<file path="config.mk">
export PLATFORM = sky130hd
export DESIGN_NAME = serial_port_control_status
export DESIGN_NICKNAME = d
export VERILOG_FILES = /design/src/hw/serial_ctl_pkg.sv /design/src/hw/serial_port_control_status.sv
export SDC_FILE = /design/constraint.sdc
export NUM_CORES = 1
export LEC_CHECK = 0
export BUFFER_PORTS_ARGS = -buffer_cell sky130_fd_sc_hd__buf_4
export CAP_MARGIN = 15
export CORE_ASPECT_RATIO = 0.6
export CORE_UTILIZATION = 34
export CTS_BUF_LIST = sky130_fd_sc_hd__clkbuf_4 sky130_fd_sc_hd__clkbuf_8
export CTS_CLUSTER_SIZE = 30
export DETAILED_ROUTE_END_ITERATION = 7
export GPL_ROUTABILITY_DRIVEN = 0
export GPL_TIMING_DRIVEN = 0
export PLACE_DENSITY_LB_ADDON = 0.05
export SETUP_SLACK_MARGIN = 0.02
export SLEW_MARGIN = 20
export SYNTH_ARGS = -nofsm -noshare
export SYNTH_HDL_FRONTEND = slang
export SYNTH_SLANG_ARGS = --single-unit
export TNS_END_PERCENT = 5
</file>
<file path="constraint.sdc">
create_clock -name i_clock -period 3.6 [get_ports i_clock]
set_clock_uncertainty 0.1 [all_clocks]
set_input_delay 0 -clock i_clock [delete_from_list [all_inputs] [get_ports i_clock]]
set_output_delay 0 -clock i_clock [all_outputs]
set_load 0.05 [all_outputs]
</file>
<file path="src/hw/serial_ctl_pkg.sv">
// package: offsets, field positions and reset values of the serial port control block
`default_nettype none
package serial_ctl_pkg;
	localparam logic [11:0] CTRL_STATUS_OFFSET = 12'h004;
	localparam logic [11:0] CAPACITY_OFFSET = 12'h000;
	localparam int RX_ON_BIT = 0;
	localparam int TX_ON_BIT = 1;
	localparam int TX_READY_BIT = 8;
	localparam int RX_READY_BIT = 10;
	localparam int CAPACITY_LSB = 24;
	localparam logic RX_ON_RESET = 1'b0;
	localparam logic TX_ON_RESET = 1'b0;
	localparam logic [31:0] RDATA_RESET = 32'h00000000;
endpackage
`default_nettype wire

</file>
<file path="src/hw/serial_port_control_status.sv">
// serial port control and status registers with ready flag logic
// Functional notes
// - capacity is a read-only byte at bits 24 to 31.
// - writing rx_on one starts reception at once; read returns the state.
// - clearing rx_on stops reception and flushes the receive buffer.
// - writing tx_on one starts transmission at once; read returns the state.
// - written 0 disables, written 1 enables, for both bits.
// - tx_ready_flag set exactly while tx_on set and tx_room_count was nonzero one cycle earlier.
// - rx_ready_flag set exactly while rx_on set and rx_fill_count was nonzero one cycle earlier.
// - ready flags read 1 ready, 0 not ready; writes to them ignored.
// - clearing tx_on stops transmission at once, pending characters dropped.
`default_nettype none
module serial_port_control_status #(
	parameter int CNT_W = 8,
	parameter logic [7:0] BUF_CAPACITY = 8'h04
) (
	// clock and reset
	input wire logic i_clock,
	input wire logic i_sys_rst,
	// register access
	input wire logic [11:0] i_addr,
	input wire logic i_wr,
	input wire logic i_rd,
	input wire logic [31:0] i_wdata,
	output logic [31:0] o_rdata,
	// buffer occupancy from the data path
	input wire logic [CNT_W-1:0] i_tx_room_count,
	input wire logic [CNT_W-1:0] i_rx_fill_count,
	// controls to the data path
	output logic o_rx_on,
	output logic o_tx_on,
	output logic o_rx_flush,
	output logic o_tx_abort,
	output logic o_tx_ready_flag,
	output logic o_rx_ready_flag
);
	logic rx_on_q;
	logic tx_on_q;
	logic rx_flush_q;
	logic tx_abort_q;
	logic tx_ready_q;
	logic rx_ready_q;
	logic [31:0] rdata_q;

	wire logic sel_ctrl = i_addr == serial_ctl_pkg::CTRL_STATUS_OFFSET;
	wire logic sel_cap = i_addr == serial_ctl_pkg::CAPACITY_OFFSET;
	wire logic ctrl_wr = i_wr && sel_ctrl;
	// only bits 0 and 1 are writable; flags and reserved bits drop writes
	wire logic rx_on_d = ctrl_wr ? i_wdata[serial_ctl_pkg::RX_ON_BIT]
		: rx_on_q;
	wire logic tx_on_d = ctrl_wr ? i_wdata[serial_ctl_pkg::TX_ON_BIT]
		: tx_on_q;
	// flags follow the next enable so they never lag a disable write
	wire logic tx_ready_d = (i_tx_room_count != '0) && tx_on_d;
	wire logic rx_ready_d = (i_rx_fill_count != '0) && rx_on_d;
	// words built from package positions so the map lives in one place
	logic [31:0] ctrl_word;
	logic [31:0] cap_word;
	always_comb begin
		ctrl_word = 32'h00000000;
		ctrl_word[serial_ctl_pkg::RX_ON_BIT] = rx_on_q;
		ctrl_word[serial_ctl_pkg::TX_ON_BIT] = tx_on_q;
		ctrl_word[serial_ctl_pkg::TX_READY_BIT] = tx_ready_q;
		ctrl_word[serial_ctl_pkg::RX_READY_BIT] = rx_ready_q;
	end
	always_comb begin
		cap_word = 32'h00000000;
		cap_word[serial_ctl_pkg::CAPACITY_LSB +: 8] = BUF_CAPACITY;
	end
	wire logic [31:0] rdata_d = !i_rd ? rdata_q
		: sel_ctrl ? ctrl_word : sel_cap ? cap_word : 32'h00000000;

	always_ff @(posedge i_clock) begin
		if (i_sys_rst) begin
			rx_on_q <= serial_ctl_pkg::RX_ON_RESET;
		end else begin
			rx_on_q <= rx_on_d;
		end
	end

	always_ff @(posedge i_clock) begin
		if (i_sys_rst) begin
			tx_on_q <= serial_ctl_pkg::TX_ON_RESET;
		end else begin
			tx_on_q <= tx_on_d;
		end
	end

	// one-cycle strobe so the data path empties the buffer only once
	always_ff @(posedge i_clock) begin
		if (i_sys_rst) begin
			rx_flush_q <= 1'b0;
		end else begin
			rx_flush_q <= rx_on_q && !rx_on_d;
		end
	end

	always_ff @(posedge i_clock) begin
		if (i_sys_rst) begin
			tx_abort_q <= 1'b0;
		end else begin
			tx_abort_q <= tx_on_q && !tx_on_d;
		end
	end

	always_ff @(posedge i_clock) begin
		if (i_sys_rst) begin
			tx_ready_q <= 1'b0;
		end else begin
			tx_ready_q <= tx_ready_d;
		end
	end

	always_ff @(posedge i_clock) begin
		if (i_sys_rst) begin
			rx_ready_q <= 1'b0;
		end else begin
			rx_ready_q <= rx_ready_d;
		end
	end

	always_ff @(posedge i_clock) begin
		if (i_sys_rst) begin
			rdata_q <= serial_ctl_pkg::RDATA_RESET;
		end else begin
			rdata_q <= rdata_d;
		end
	end

	assign o_rx_on = rx_on_q;
	assign o_tx_on = tx_on_q;
	assign o_rx_flush = rx_flush_q;
	assign o_tx_abort = tx_abort_q;
	assign o_tx_ready_flag = tx_ready_q;
	assign o_rx_ready_flag = rx_ready_q;
	assign o_rdata = rdata_q;

	a_rx_on_write: assert property (
		@(posedge i_clock) disable iff (i_sys_rst)
		ctrl_wr |=>
		o_rx_on == $past(i_wdata[serial_ctl_pkg::RX_ON_BIT]))
		else $error("rx_on did not follow write");
	a_tx_on_write: assert property (
		@(posedge i_clock) disable iff (i_sys_rst)
		ctrl_wr |=>
		o_tx_on == $past(i_wdata[serial_ctl_pkg::TX_ON_BIT]))
		else $error("tx_on did not follow write");
	a_rx_flush_pulse: assert property (
		@(posedge i_clock) disable iff (i_sys_rst)
		$fell(o_rx_on) && !$past(i_sys_rst) |-> o_rx_flush)
		else $error("no flush on rx disable");
	a_tx_abort_pulse: assert property (
		@(posedge i_clock) disable iff (i_sys_rst)
		$fell(o_tx_on) && !$past(i_sys_rst) |-> o_tx_abort)
		else $error("no abort on tx disable");
	a_rx_flush_only: assert property (
		@(posedge i_clock) disable iff (i_sys_rst)
		o_rx_flush |-> $past(o_rx_on) && !o_rx_on)
		else $error("flush without rx disable");
	a_tx_abort_only: assert property (
		@(posedge i_clock) disable iff (i_sys_rst)
		o_tx_abort |-> $past(o_tx_on) && !o_tx_on)
		else $error("abort without tx disable");
	a_rx_on_hold: assert property (
		@(posedge i_clock) disable iff (i_sys_rst)
		!ctrl_wr |=> $stable(o_rx_on))
		else $error("rx_on changed without write");
	a_tx_on_hold: assert property (
		@(posedge i_clock) disable iff (i_sys_rst)
		!ctrl_wr |=> $stable(o_tx_on))
		else $error("tx_on changed without write");
	a_tx_ready_rel: assert property (
		@(posedge i_clock) disable iff (i_sys_rst)
		o_tx_ready_flag ==
		($past(i_tx_room_count) != '0 && o_tx_on))
		else $error("tx ready flag wrong");
	a_rx_ready_rel: assert property (
		@(posedge i_clock) disable iff (i_sys_rst)
		o_rx_ready_flag ==
		($past(i_rx_fill_count) != '0 && o_rx_on))
		else $error("rx ready flag wrong");
	a_tx_flag_gate: assert property (
		@(posedge i_clock) disable iff (i_sys_rst)
		!o_tx_on |-> !o_tx_ready_flag)
		else $error("tx ready while tx off");
	a_rx_flag_gate: assert property (
		@(posedge i_clock) disable iff (i_sys_rst)
		!o_rx_on |-> !o_rx_ready_flag)
		else $error("rx ready while rx off");
	a_cap_read: assert property (
		@(posedge i_clock) disable iff (i_sys_rst)
		i_rd && sel_cap |=>
		o_rdata[serial_ctl_pkg::CAPACITY_LSB +: 8] == BUF_CAPACITY
		&& o_rdata[23:0] == 24'h000000)
		else $error("capacity read wrong");
	a_ctrl_reserved: assert property (
		@(posedge i_clock) disable iff (i_sys_rst)
		i_rd && sel_ctrl |=> o_rdata[31:11] == 21'h00000
		&& o_rdata[9] == 1'b0 && o_rdata[7:2] == 6'h00)
		else $error("reserved bits not zero");
	a_flag_read: assert property (
		@(posedge i_clock) disable iff (i_sys_rst)
		i_rd && sel_ctrl |=>
		o_rdata[serial_ctl_pkg::TX_READY_BIT] == $past(o_tx_ready_flag)
		&& o_rdata[serial_ctl_pkg::RX_READY_BIT] == $past(o_rx_ready_flag))
		else $error("flag read wrong");
	a_rdata_hold: assert property (
		@(posedge i_clock) disable iff (i_sys_rst)
		!i_rd |=> $stable(o_rdata))
		else $error("read data moved without read");
	a_unmapped_read: assert property (
		@(posedge i_clock) disable iff (i_sys_rst)
		i_rd && !sel_ctrl && !sel_cap |=> o_rdata == 32'h00000000)
		else $error("unmapped read not zero");
	a_reset_state: assert property (
		@(posedge i_clock)
		i_sys_rst |=> !o_rx_on && !o_tx_on && !o_rx_flush
		&& !o_tx_abort && !o_tx_ready_flag && !o_rx_ready_flag
		&& o_rdata == 32'h00000000)
		else $error("outputs not cleared by reset");
endmodule
`default_nettype wire

</file>
; Word-level counts from Yosys, hierarchy flattened
; Cells that the tools add are included.
[word_totals]
out_inout_bits = 38
ff_bits = 38
ramBits = 0
inputBits = 64
latch_bits = 0
word_cells = 22
n_memories = 0
romBits = 0
[op_classes]
bitwise = 0
reduce_logical = 10
muxes = 4
multipliers = 0
order_cmp = 0
n_eq_ne = 1
n_shift = 0
n_div = 0
add_sub_neg = 0
[op_table]
columns = op, n
row1 = 27-bit 2-to-1 mux, 2
row2 = 8-bit nonzero test, 2
row3 = 12-bit by 3-bit equality test with 1-bit output (second input constant), 1
row4 = 12-bit logical NOT, 1
row5 = 1-bit logical AND, 5
row6 = 1-bit logical NOT, 2
row7 = 1-bit 2-to-1 mux, 2

; Longest topological paths before layout
; Gate-level depths: netlist (run 1).
[logic_depth]
depth_word = 5
mapped_depth = 4
ltp_nobuf = 3

; Worst setup path before layout (run 1)
; Ideal clock, no wire load.
[synth_timing]
kind = input to register
from = in i_addr[5]
to = reg rx_ready_q, in the netlist o_rx_ready_flag
setup_ns = 0.121
n_path_buf = 1
t_required_ns = 3.379
cell_stages = 4
setup_slack_ns = 2.371
arrival_ns = 1.008
path_cell_list = nor4_4 and4_1 buf_6 mux2_4
[synth_via]
elab_chain_cells = 4
[synth_lines]
columns = item, line_no
row1 = "start, declared", serial_port_control_status.sv:21  ; input wire logic [11:0] i_addr,
row2 = 12-bit by 3-bit equality test with 1-bit output, serial_port_control_status.sv:45  ; wire logic sel_ctrl = i_addr == serial_ctl_pkg::CTRL_STATUS_OFFSET;
row3 = 1-bit logical AND, serial_port_control_status.sv:47  ; wire logic ctrl_wr = i_wr && sel_ctrl;
row4 = 1-bit 2-to-1 mux, serial_port_control_status.sv:49  ; wire logic rx_on_d = ctrl_wr ? i_wdata[serial_ctl_pkg::RX_ON_BIT]
row5 = 1-bit logical AND, serial_port_control_status.sv:55  ; wire logic rx_ready_d = (i_rx_fill_count != '0) && rx_on_d;
row6 = "end signal, assigned", serial_port_control_status.sv:118  ; rx_ready_q <= rx_ready_d;
row7 = "end, declared", serial_port_control_status.sv:42  ; logic rx_ready_q;
; No other way between the ends.
; A chain may end at the register's enable or synchronous reset.

; Final worst setup path (run 1)
[layout_timing]
from = in i_addr[3]
to = reg rdata_q[26], in the netlist o_rdata[26]
[layout_via]
elab_chain_cells = 3
word_cells_on_any_way = 4
classes_between = eq/ne: 1 / mux: 2 / reduce/logical: 1
[layout_lines]
columns = item, line_no
row1 = 12-bit logical NOT, serial_port_control_status.sv:46  ; wire logic sel_cap = i_addr == serial_ctl_pkg::CAPACITY_OFFSET;
row2 = 27-bit 2-to-1 mux, serial_port_control_status.sv:71  ; : sel_ctrl ? ctrl_word : sel_cap ? cap_word : 32'h00000000;
row3 = 27-bit 2-to-1 mux (*), serial_port_control_status.sv:71
row4 = "end signal, assigned", serial_port_control_status.sv:124  ; rdata_q <= serial_ctl_pkg::RDATA_RESET;
row5 = "end signal, assigned", serial_port_control_status.sv:126  ; rdata_q <= rdata_d;
row6 = "end, declared", serial_port_control_status.sv:43  ; logic [31:0] rdata_q;
; Every way passes the cells marked *; elsewhere a longest branch is shown, timed or not.

==> flow_summary.toml, run 1 <==
[setup_path]
cp_common_cell = "dlygate4sd3_1"
worstPathRequired_ps = 3670
crit_start = "i_addr[3]"
cp_num_cells = 7
cp_cell_sequence = "dlygate4sd3_1 -> buf_4 -> nor4_4 -> dlygate4sd3_1 -> nand4_1 -> dlygate4sd3_1 -> a21oi_1"
r2r_start = "o_rx_ready_flag"
reg2regPathDepth = 3
cp-end-kind = "flip-flop"
cp_slowest_cell = "dlygate4sd3_1"
critPathTopFamily = "buffers and inverters"
critPathMaxStageDelay_ps = 590
crit_type = "in -> reg"
worstPathArrival_ps = 2280
crit_fanout = 4
cp.buffers_inverters = 4
critPathLaunchType = "input port"

[grt]
grt_max_degree = 10
first_global_vias = 754
overflow = 0
busiest_layer = "met2"
grtUsageTotal = 0.191
grt_pass1_wl_um = 3290
antenna_found_initial = 0
use_met1 = 0.201
use_met3 = 0.0655
grtUsageMet2 = 0.361

[finish]
synthToLayoutAreaGrowth_pct = 79.2
final_area_um2 = 1350
diodes = 0
final_nets = 231
drive_gt1_frac = 0.482

[drt]
viasPerCell = 4.06
wirelength_um = 2000
first_iter_violations = 9
via_count = 788
first_pass_iters = 4
route.detailed.drc = 0
ant_nets = 0
wl_per_cell_um = 10.3

[clock_network]
max-clock-path-buffers = 2
clk_pin_slew_ps = 50
clock-sinks = 11
cts_tree = "built"
cts_root_buf = "clkbuf_8"
cts_buffers = 3
worstSkewPairLatency_ps = 240
cts.htree.levels = 1

[timing]
setup_viol = 0
timing.final.max_slew_violations = 0
period_needed_ps = 2210
fmax_mhz = 452
rsz0062_at_grt = "false"
tns_ps = 0
hold_violations = 0
whs_ps = 19.0
fin_crit_sh = 0.614

[synth]
ys_warn_count = 0
synth_top_area_share = 0.293
syn_area_per_cell_um2 = 8.94
ys_seq_area_frac = 0.293
synth_cells = 84
netlist_area_um2 = 751
synth_cell_type_count = 20
synth_area_leaders = "dfxtp_1 29%, buf_4 27%, nor4_4 5.7%, nand4_1 5.0%, nand2b_1 4.2%"
synth_top_area_cell = "dfxtp_1"
ys_seq_elements = 11

[floorplanning]
rows = 12
die_x_um = 62.7
core_area_um2 = 1970
die-height_um = 38.4
dieArea_um2 = 2410
ios = 102
initial_core_util = 0.382

[placement]
portBuffers = 43
dpl_cell_area_um2 = 1210
place.detailed.hpwl_um = 1580

[pwr]
vdd_drop_max_uv = 128
p_per_area_nw_per_um2 = 286
p_leak_nw = 0.671

[worst_hold_path]
hp-start = "i_sys_rst"
hold_path_depth = 2
hold_path_class = "in -> reg"

[run_status]
status = "complete, no violations"

[run]
drv_cap = 0
-- Yosys cell counts, drive strengths merged --
| library cell | count |
|---|---|
| o21ai | 4 |
| nand2b | 5 |
| nor4b | 2 |
| a21oi | 5 |
| and2 | 1 |
| clkbuf | 1 |
| nand2 | 5 |
| mux2i | 2 |
| nor2 | 1 |
| nand4 | 6 |
| nor2b | 2 |
| buf | 28 |
| conb | 1 |
| mux2 | 2 |
| nor4 | 6 |
| nor3 | 1 |
| dfxtp | 11 |
| and4 | 1 |
-- registers in the layout, summed over array words and instances (netlist names) --
signal / cells
o_rx_on: 1
o_tx_ready_flag: 1
o_tx_on: 1
o_rx_ready_flag: 1
o_tx_abort: 1
o_rx_flush: 1
o_rdata: 5
-- kinds of logic (layout without fill, tap and decap cells) --
kind of cell / Yosys count / in the layout / synth area share
DFF: 11 / 11 / 0.293
AOI/OAI and AO/OA: 9 / 9 / 0.0600
muxes: 4 / 4 / 0.0667
and+or+nand+nor: 30 / 30 / 0.285
buffers and inverters: 29 / 85 / 0.290
other: 1 / 27 / 0.00500
-- path summary, 6_finish.rpt --
| path | to | slack, ps |
|---|---|---|
| hold reg to reg | o_rdata[1] | 350 |
| setup reg to reg | o_rdata[10] | 2350 |
| setup / recovery | o_rdata[26] | 1390 |
| hold / removal | o_rdata[26] | 20 |
-- layout make-up --
| class | instances | area [µm²] |
|---|---|---|
| fillers | 156 | 622 |
| repair buffers | 52 | 413 |
| multi-input cells | 70 | 410 |
| flip-flops and latches | 11 | 220 |
| plain buffers | 29 | 218 |
| clock buffers | 4 | 48.8 |
| well taps | 28 | 35.0 |
-- metrics by stage --
stage,total power [mW],setup WS (ps),util,std cells
2_1_floorplan,0.217,2370,-,110
3_3_place_gp,0.248,2140,0.613,181
3_5_place_dp,0.251,2120,0.613,181
4_1_cts,0.387,1450,0.684,194
5_1_grt,0.401,1270,0.684,194
6_report,0.385,1390,0.684,194
-- worst register-to-register path: stages, from the launching register on --
cell and delay (ps):
dfxtp_1 320, nand4_1 80, dlygate4sd3_1 570, o21ai_1 110
-- power by group --
| group | total (mW) | internal (mW) | leakage (nW) | switching [mW] |
|---|---|---|---|---|
| registers | 0.122 | 0.122 | 0.0885 | 0.00000450 |
| logic | 0.133 | 0.0509 | 0.556 | 0.0823 |
| clock network | 0.130 | 0.0851 | 0.0262 | 0.0447 |
-- cell usage in the layout (no fill, tap or decap), drive strengths merged --
cell type,instances
o21ai,4
nor3,1
nor2,1
clkbuf,5
nor4b,2
mux2,2
conb,27
mux2i,2
nand4,6
dfxtp,11
a21oi,5
nand2b,5
nor4,6
dlygate4sd3,9
nand2,5
and4,1
nor2b,2
buf,71
and2,1
-- metal layers --
layer,part of all wire,vias to the layer above
met3,0.093,7
met4,0.023,0
met2,0.49,45
met1,0.39,332
met5,0,-
li1,-,404
-- what timing repair did --
item	in CTS	in global routing
hold endpoints to repair	9	0
buffers inserted	0	0
gates resized for setup	0	0
hold buffers	9	0
No activity file was read; power rests on OpenSTA's default activity.
==> run 2, diff against run 1 <==
--- a/config.mk
+++ b/config.mk
@@ -5,10 +5,11 @@
 export SDC_FILE = /design/constraint.sdc
 export NUM_CORES = 1
 export LEC_CHECK = 0
+export ABC_AREA = 1
 export BUFFER_PORTS_ARGS = -buffer_cell sky130_fd_sc_hd__buf_4
 export CAP_MARGIN = 15
 export CORE_ASPECT_RATIO = 0.6
-export CORE_UTILIZATION = 34
+export CORE_UTILIZATION = 30
 export CTS_BUF_LIST = sky130_fd_sc_hd__clkbuf_4 sky130_fd_sc_hd__clkbuf_8
 export CTS_CLUSTER_SIZE = 30
 export DETAILED_ROUTE_END_ITERATION = 7
==> constraint.sdc (replaced) <==
create_clock -name i_clock -period 2.2 [get_ports i_clock]
set_clock_uncertainty 0.1 [all_clocks]
set_input_delay 0 -clock i_clock [delete_from_list [all_inputs] [get_ports i_clock]]
set_output_delay 0 -clock i_clock [all_outputs]
set_load 0.05 [all_outputs]
==> run 2 against run 1 <==
  * Combinational power increased by 72%
  * Critical endpoint is now o_rx_flush
  * Non-clock buffer count is 4 lower
  * Sequential share of layout area is 1.2 points higher
  * Clock power increased by 53%
  * Largest cell class unchanged
  * Setup slack worse by 1100 ps
  * Area after synthesis decreased by 8.2%
  * Die area is 3.9% higher
==> flow_summary.toml, run 2 <==
[timing]
fin_crit_sh = 0.873
rsz0062_at_grt = "false"
hold_violations = 0
period_needed_ps = 1920
whs_ps = 10.0
setup_viol = 0
tns_ps = 0
timing.final.ws_setup_ps = 280
timing.final.max_slew_violations = 0
fmax_mhz = 521

[floorplanning]
die_x_um = 63.9
die-height_um = 39.1
ios = 102
initial_core_util = 0.319
dieArea_um2 = 2500
rows = 13
core_area_um2 = 2160

[pwr]
vdd_drop_max_uv = 231
p_leak_nw = 0.705
finalPower_mw = 0.634
p_per_area_nw_per_um2 = 506

[finish]
largest_reg_flops = 5
final_cell_mix = "70 x buf_4, 27 x conb_1, 11 x dfxtp_1"
diodes = 0
final_nets = 237
drive_gt1_frac = 0.448
synthToLayoutAreaGrowth_pct = 81.9
final_common_cell = "buf_4"
final_area_um2 = 1250

[setup_path]
cp_cell_sequence = "dlygate4sd3_1 -> buf_4 -> inv_1 -> nand2_1 -> nor2_2 -> nand4_1 -> dlygate4sd3_1 -> nor3_1"
critPathMaxStageDelay_ps = 610
worstPathRequired_ps = 2260
crit_fanout = 7
cp_common_cell = "dlygate4sd3_1"
cp-end-kind = "flip-flop"
crit_type = "in -> reg"
cp_slowest_cell = "dlygate4sd3_1"
critPathLaunchType = "input port"
worstPathArrival_ps = 1980

[drt]
route.detailed.drc = 0
first_pass_iters = 4
wirelength_um = 1600
via_count = 758
ant_nets = 0
viasPerCell = 3.75
wl_per_cell_um = 7.93
first_iter_violations = 12

[synth]
netlist_area_um2 = 689
synthFlopType = "dfxtp_1"
synth_top_area_share = 0.319
synth_cell_type_count = 17
synth_common_cells = "27 x buf_4, 11 x dfxtp_1, 10 x inv_1"
synth_area_leaders = "dfxtp_1 32%, buf_4 29%, inv_1 5.4%, nand3_1 4.4%, nand2_1 3.8%"
syn_area_per_cell_um2 = 7.41
ys_warn_count = 0
synth_edf_count = 0
synth_top_area_cell = "dfxtp_1"
ys_seq_elements = 11
synth_cells = 93
async_reset_ff_frac = 0
yosysMostFrequentCell = "buf_4"
ys_seq_area_frac = 0.319

[placement]
place.detailed.hpwl_um = 1300
dpl_cell_area_um2 = 1150
place_ws_ps = 1110
portBuffers = 43

[clock_network]
clock-sinks = 11
cts_root_buf = "clkbuf_8"
clk_pin_slew_ps = 50
worstSkewPairLatency_ps = 240
post-cts-setup-buffers = 0
max-clock-path-buffers = 2
cts_tree = "built"
cts.htree.levels = 1
cts_buffers = 3

[grt]
overflow = 0
grt_pass1_wl_um = 2530
first_global_vias = 608
grt_max_degree = 11
antenna_found_initial = 0
grtUsageTotal = 0.140

[worst_hold_path]
hold_path_class = "in -> reg"

[run]
drv_cap = 0

[run_status]
status = "complete, no violations"
run 2: report_power, final:
group	internal [mW]	switching, mW	total, mW
clock	0.124	0.0751	0.199
combinational	0.0840	0.145	0.229
sequential	0.204	0.00201	0.206
total	0.412	0.222	0.634
run 2: final cells by class:
cell class / count / area [µm²]
fillers: 210 / 910
inverters: 10 / 37.5
repair buffers: 49 / 383
clock buffers: 3 / 41.3
multi-input cells: 70 / 323
well taps: 30 / 37.5
plain buffers: 28 / 206
clock inverters: 1 / 5.00
flip-flops and latches: 11 / 220
run 2: metal layers:
| metal | global-route usage | share of wire |
|---|---|---|
| met5 | 0 | 0 |
| met4 | 0.0511 | 0.013 |
| met3 | 0.0735 | 0.13 |
| met2 | 0.226 | 0.46 |
| met1 | 0.161 | 0.39 |
run 2: logic make-up after synthesis:
logic type             count (synthesis)  synth area share
buffers and inverters                 38             0.354
AND/OR/NAND/NOR                       33             0.249
flip-flops                            11             0.319
AO/OA/AOI/OAI                         10            0.0726
other                                  1           0.00544
run 2: worst paths after layout:
kind / to / from / slack [ps] / depth (start not counted)
max: o_rx_flush / i_addr[3] / 280 / 8
min: o_rx_ready_flag / i_rx_fill_count[6] / 10 / 4
max reg2reg: o_tx_abort / o_tx_on / 880 / 3
min reg2reg: o_rdata[10] / o_rx_ready_flag / 390 / 2
run 2: metrics by stage:
| step | utilization | std cells |
|---|---|---|
| 2_1_floorplan | - | 119 |
| 3_3_place_gp | 0.530 | 192 |
| 3_5_place_dp | 0.530 | 192 |
| 4_1_cts | 0.580 | 202 |
| 5_1_grt | 0.580 | 202 |
| 6_report | 0.580 | 202 |
run 2: critical path: cells and delay by family:
kind                   cells  cell delay [ps]
buffers and inverters      4             1330
and+or+nand+nor            4              640
run 2: repair_timing:
action	in CTS	in global routing
gates resized for setup	0	0
hold buffers	6	0
endpoints found under the hold margin	3	0
==> run 3, diff against run 2 <==
--- a/config.mk
+++ b/config.mk
@@ -6,7 +6,7 @@
 export NUM_CORES = 1
 export LEC_CHECK = 0
 export ABC_AREA = 1
-export BUFFER_PORTS_ARGS = -buffer_cell sky130_fd_sc_hd__buf_4
+export BUFFER_PORTS_ARGS = -buffer_cell sky130_fd_sc_hd__buf_2
 export CAP_MARGIN = 15
 export CORE_ASPECT_RATIO = 0.6
 export CORE_UTILIZATION = 30
@@ -15,8 +15,9 @@
 export DETAILED_ROUTE_END_ITERATION = 7
 export GPL_ROUTABILITY_DRIVEN = 0
 export GPL_TIMING_DRIVEN = 0
-export PLACE_DENSITY_LB_ADDON = 0.05
+export PLACE_DENSITY_LB_ADDON = 0.08
 export SETUP_SLACK_MARGIN = 0.02
+export SKIP_CTS_REPAIR_TIMING = 1
 export SLEW_MARGIN = 20
 export SYNTH_ARGS = -nofsm -noshare
 export SYNTH_HDL_FRONTEND = slang
==> run 3 against run 2 <==
  * Sequential share of layout area grew 1.9 points
  * Total power shrank 1.4%
  * The flow now finishes with violations (negative hold slack)
  * Sequential power about the same
  * Clock-buffer cell count increased by 1
  * Largest power group unchanged
  * Wire length shrank 10%
  * Register-to-register slack improved by 500 ps
  * Setup slack better by 430 ps
  * Hold slack worse by 35 ps
  * Design area shrank 10%
  * Via count decreased by 2.4%
  * Highest routed layer is now met3
  * Sequential cell count is the same
  * Clock power rose by 5%
==> flow_summary.toml, run 3 (synthesis gave the netlist of run 2 again) <==
[run_status]
status = "complete, but fails checks"
violations = "negative hold slack"

[setup_path]
crit_type = "in -> reg"
cp-end-kind = "flip-flop"
cp_cell_sequence = "dlygate4sd3_1 -> buf_2 -> nor3_1 -> dlygate4sd3_1 -> nand2_1 -> a21oi_1"
reg2regPathDepth = 4
cp_slowest_cell = "dlygate4sd3_1"
r2r_setup_slack_ps = 1380
r2r-end = "o_rx_ready_flag"
critPathLaunchType = "input port"
critPathMaxStageDelay_ps = 570
worstPathArrival_ps = 1550
crit_start = "i_addr[3]"
cp_common_cell = "dlygate4sd3_1"
crit_fanout = 2
r2r_start = "o_rx_on"
worstPathRequired_ps = 2260

[clock_network]
clk_pin_slew_ps = 50
cts_tree = "built"
cts_buffers = 3
cts.htree.levels = 1
clock-sinks = 11
worstSkewPairLatency_ps = 230
cts_root_buf = "clkbuf_8"
max-clock-path-buffers = 2

[timing]
period_needed_ps = 1490
whs_ps = -25.3
timing.final.max_slew_violations = 0
setup_viol = 0
tns_ps = 0
hold_violations = 2
rsz0062_at_grt = "false"
fin_crit_sh = 0.675
fmax_mhz = 673

[worst_hold_path]
hold_path_class = "in -> reg"
hp-start = "i_wdata[0]"
hold_path_depth = 4
whs_endpoint = "o_rx_flush"

[grt]
overflow = 0
grt_max_degree = 11
antenna_found_initial = 0
grtUsageTotal = 0.111
first_global_vias = 537
grt_pass1_wl_um = 2090

[floorplanning]
core_area_um2 = 2160
rows = 13
ios = 102
initial_core_util = 0.319
die_x_um = 63.9
die-height_um = 39.1
dieArea_um2 = 2500

[drt]
wirelength_um = 1440
via_count = 740
first_pass_iters = 4
viasPerCell = 3.70
first_iter_violations = 15
ant_nets = 0
route.detailed.drc = 0
wl_per_cell_um = 7.19

[placement]
place.detailed.hpwl_um = 1230
placed_cells = 192
portBuffers = 43

[finish]
final.fill_count = 214
largest_reg_flops = 5
utilization = 0.522
final_common_cell = "buf_2"
final_cell_mix = "43 x buf_2, 27 x buf_4, 27 x conb_1"
seq_area_um2 = 220
drive_gt1_frac = 0.453
finalNonFillerCells = 200
synthToLayoutAreaGrowth_pct = 63.7
diodes = 0
final_nets = 235
multi_input_area_um2 = 323

[run]
drv_cap = 0

[pwr]
p_per_area_nw_per_um2 = 554
p_leak_nw = 0.669
vdd_drop_max_uv = 330
[run 3: changes by cell type in the layout (fill, tap and decap cells not counted)]
cell / previous run / this run
dlygate4sd3_1: 6 / 4
clkbuf_4: 0 / 1
buf_2: 0 / 43
clkinv_2: 1 / 0
buf_4: 70 / 27
[run 3: stage by stage]
stage / total power [mW] / instance area [µm²] / setup WS, ps
finish: 0.625 / 1130 / 715
global route: 0.649 / 1130 / 619
CTS: 0.625 / 1090 / 1230
detailed placement: 0.413 / 1040 / 1150
global placement: 0.412 / 1040 / 1150
floorplan: 0.378 / 787 / 1080
[run 3: worst max path at each step]
stage | end | cells past startpoint
3_3_place_gp | o_rx_ready_flag | 7
5_1_grt | o_rdata[26] | 6
3_5_place_dp | o_tx_ready_flag | 7
2_1_floorplan | o_rx_ready_flag | 4
6_report | o_rdata[26] | 6
4_1_cts | o_rx_on | 1
[run 3: final cells by class]
cell class	instances	area share
Buffer	28	0.183
Multi-Input combinational cell	70	0.286
Sequential cell	11	0.195
Clock buffer	4	0.0432
Tap cell	30	0.0333
Timing Repair Buffer	47	0.226
Inverter	10	0.0333
[run 3: worst max-delay path: cells and delay by family]
family	cells	cell delay, ps
AOI/OAI and AO/OA	1	120
and+or+nand+nor	2	210
buffers and inverters	3	1220
[run 3: layer usage]
layer | global-route usage | up-vias | share of wire
li1 | - | 403 | -
met4 | 0.0341 | 0 | 0
met2 | 0.178 | 46 | 0.39
met1 | 0.142 | 291 | 0.49
met3 | 0.0382 | 0 | 0.12
met5 | 0 | - | 0
[run 3: power by group]
part	internal [mW]	total [mW]	switching [mW]
combinational	0.0658	0.210	0.145
clock	0.139	0.209	0.0700
sequential	0.204	0.206	0.00167
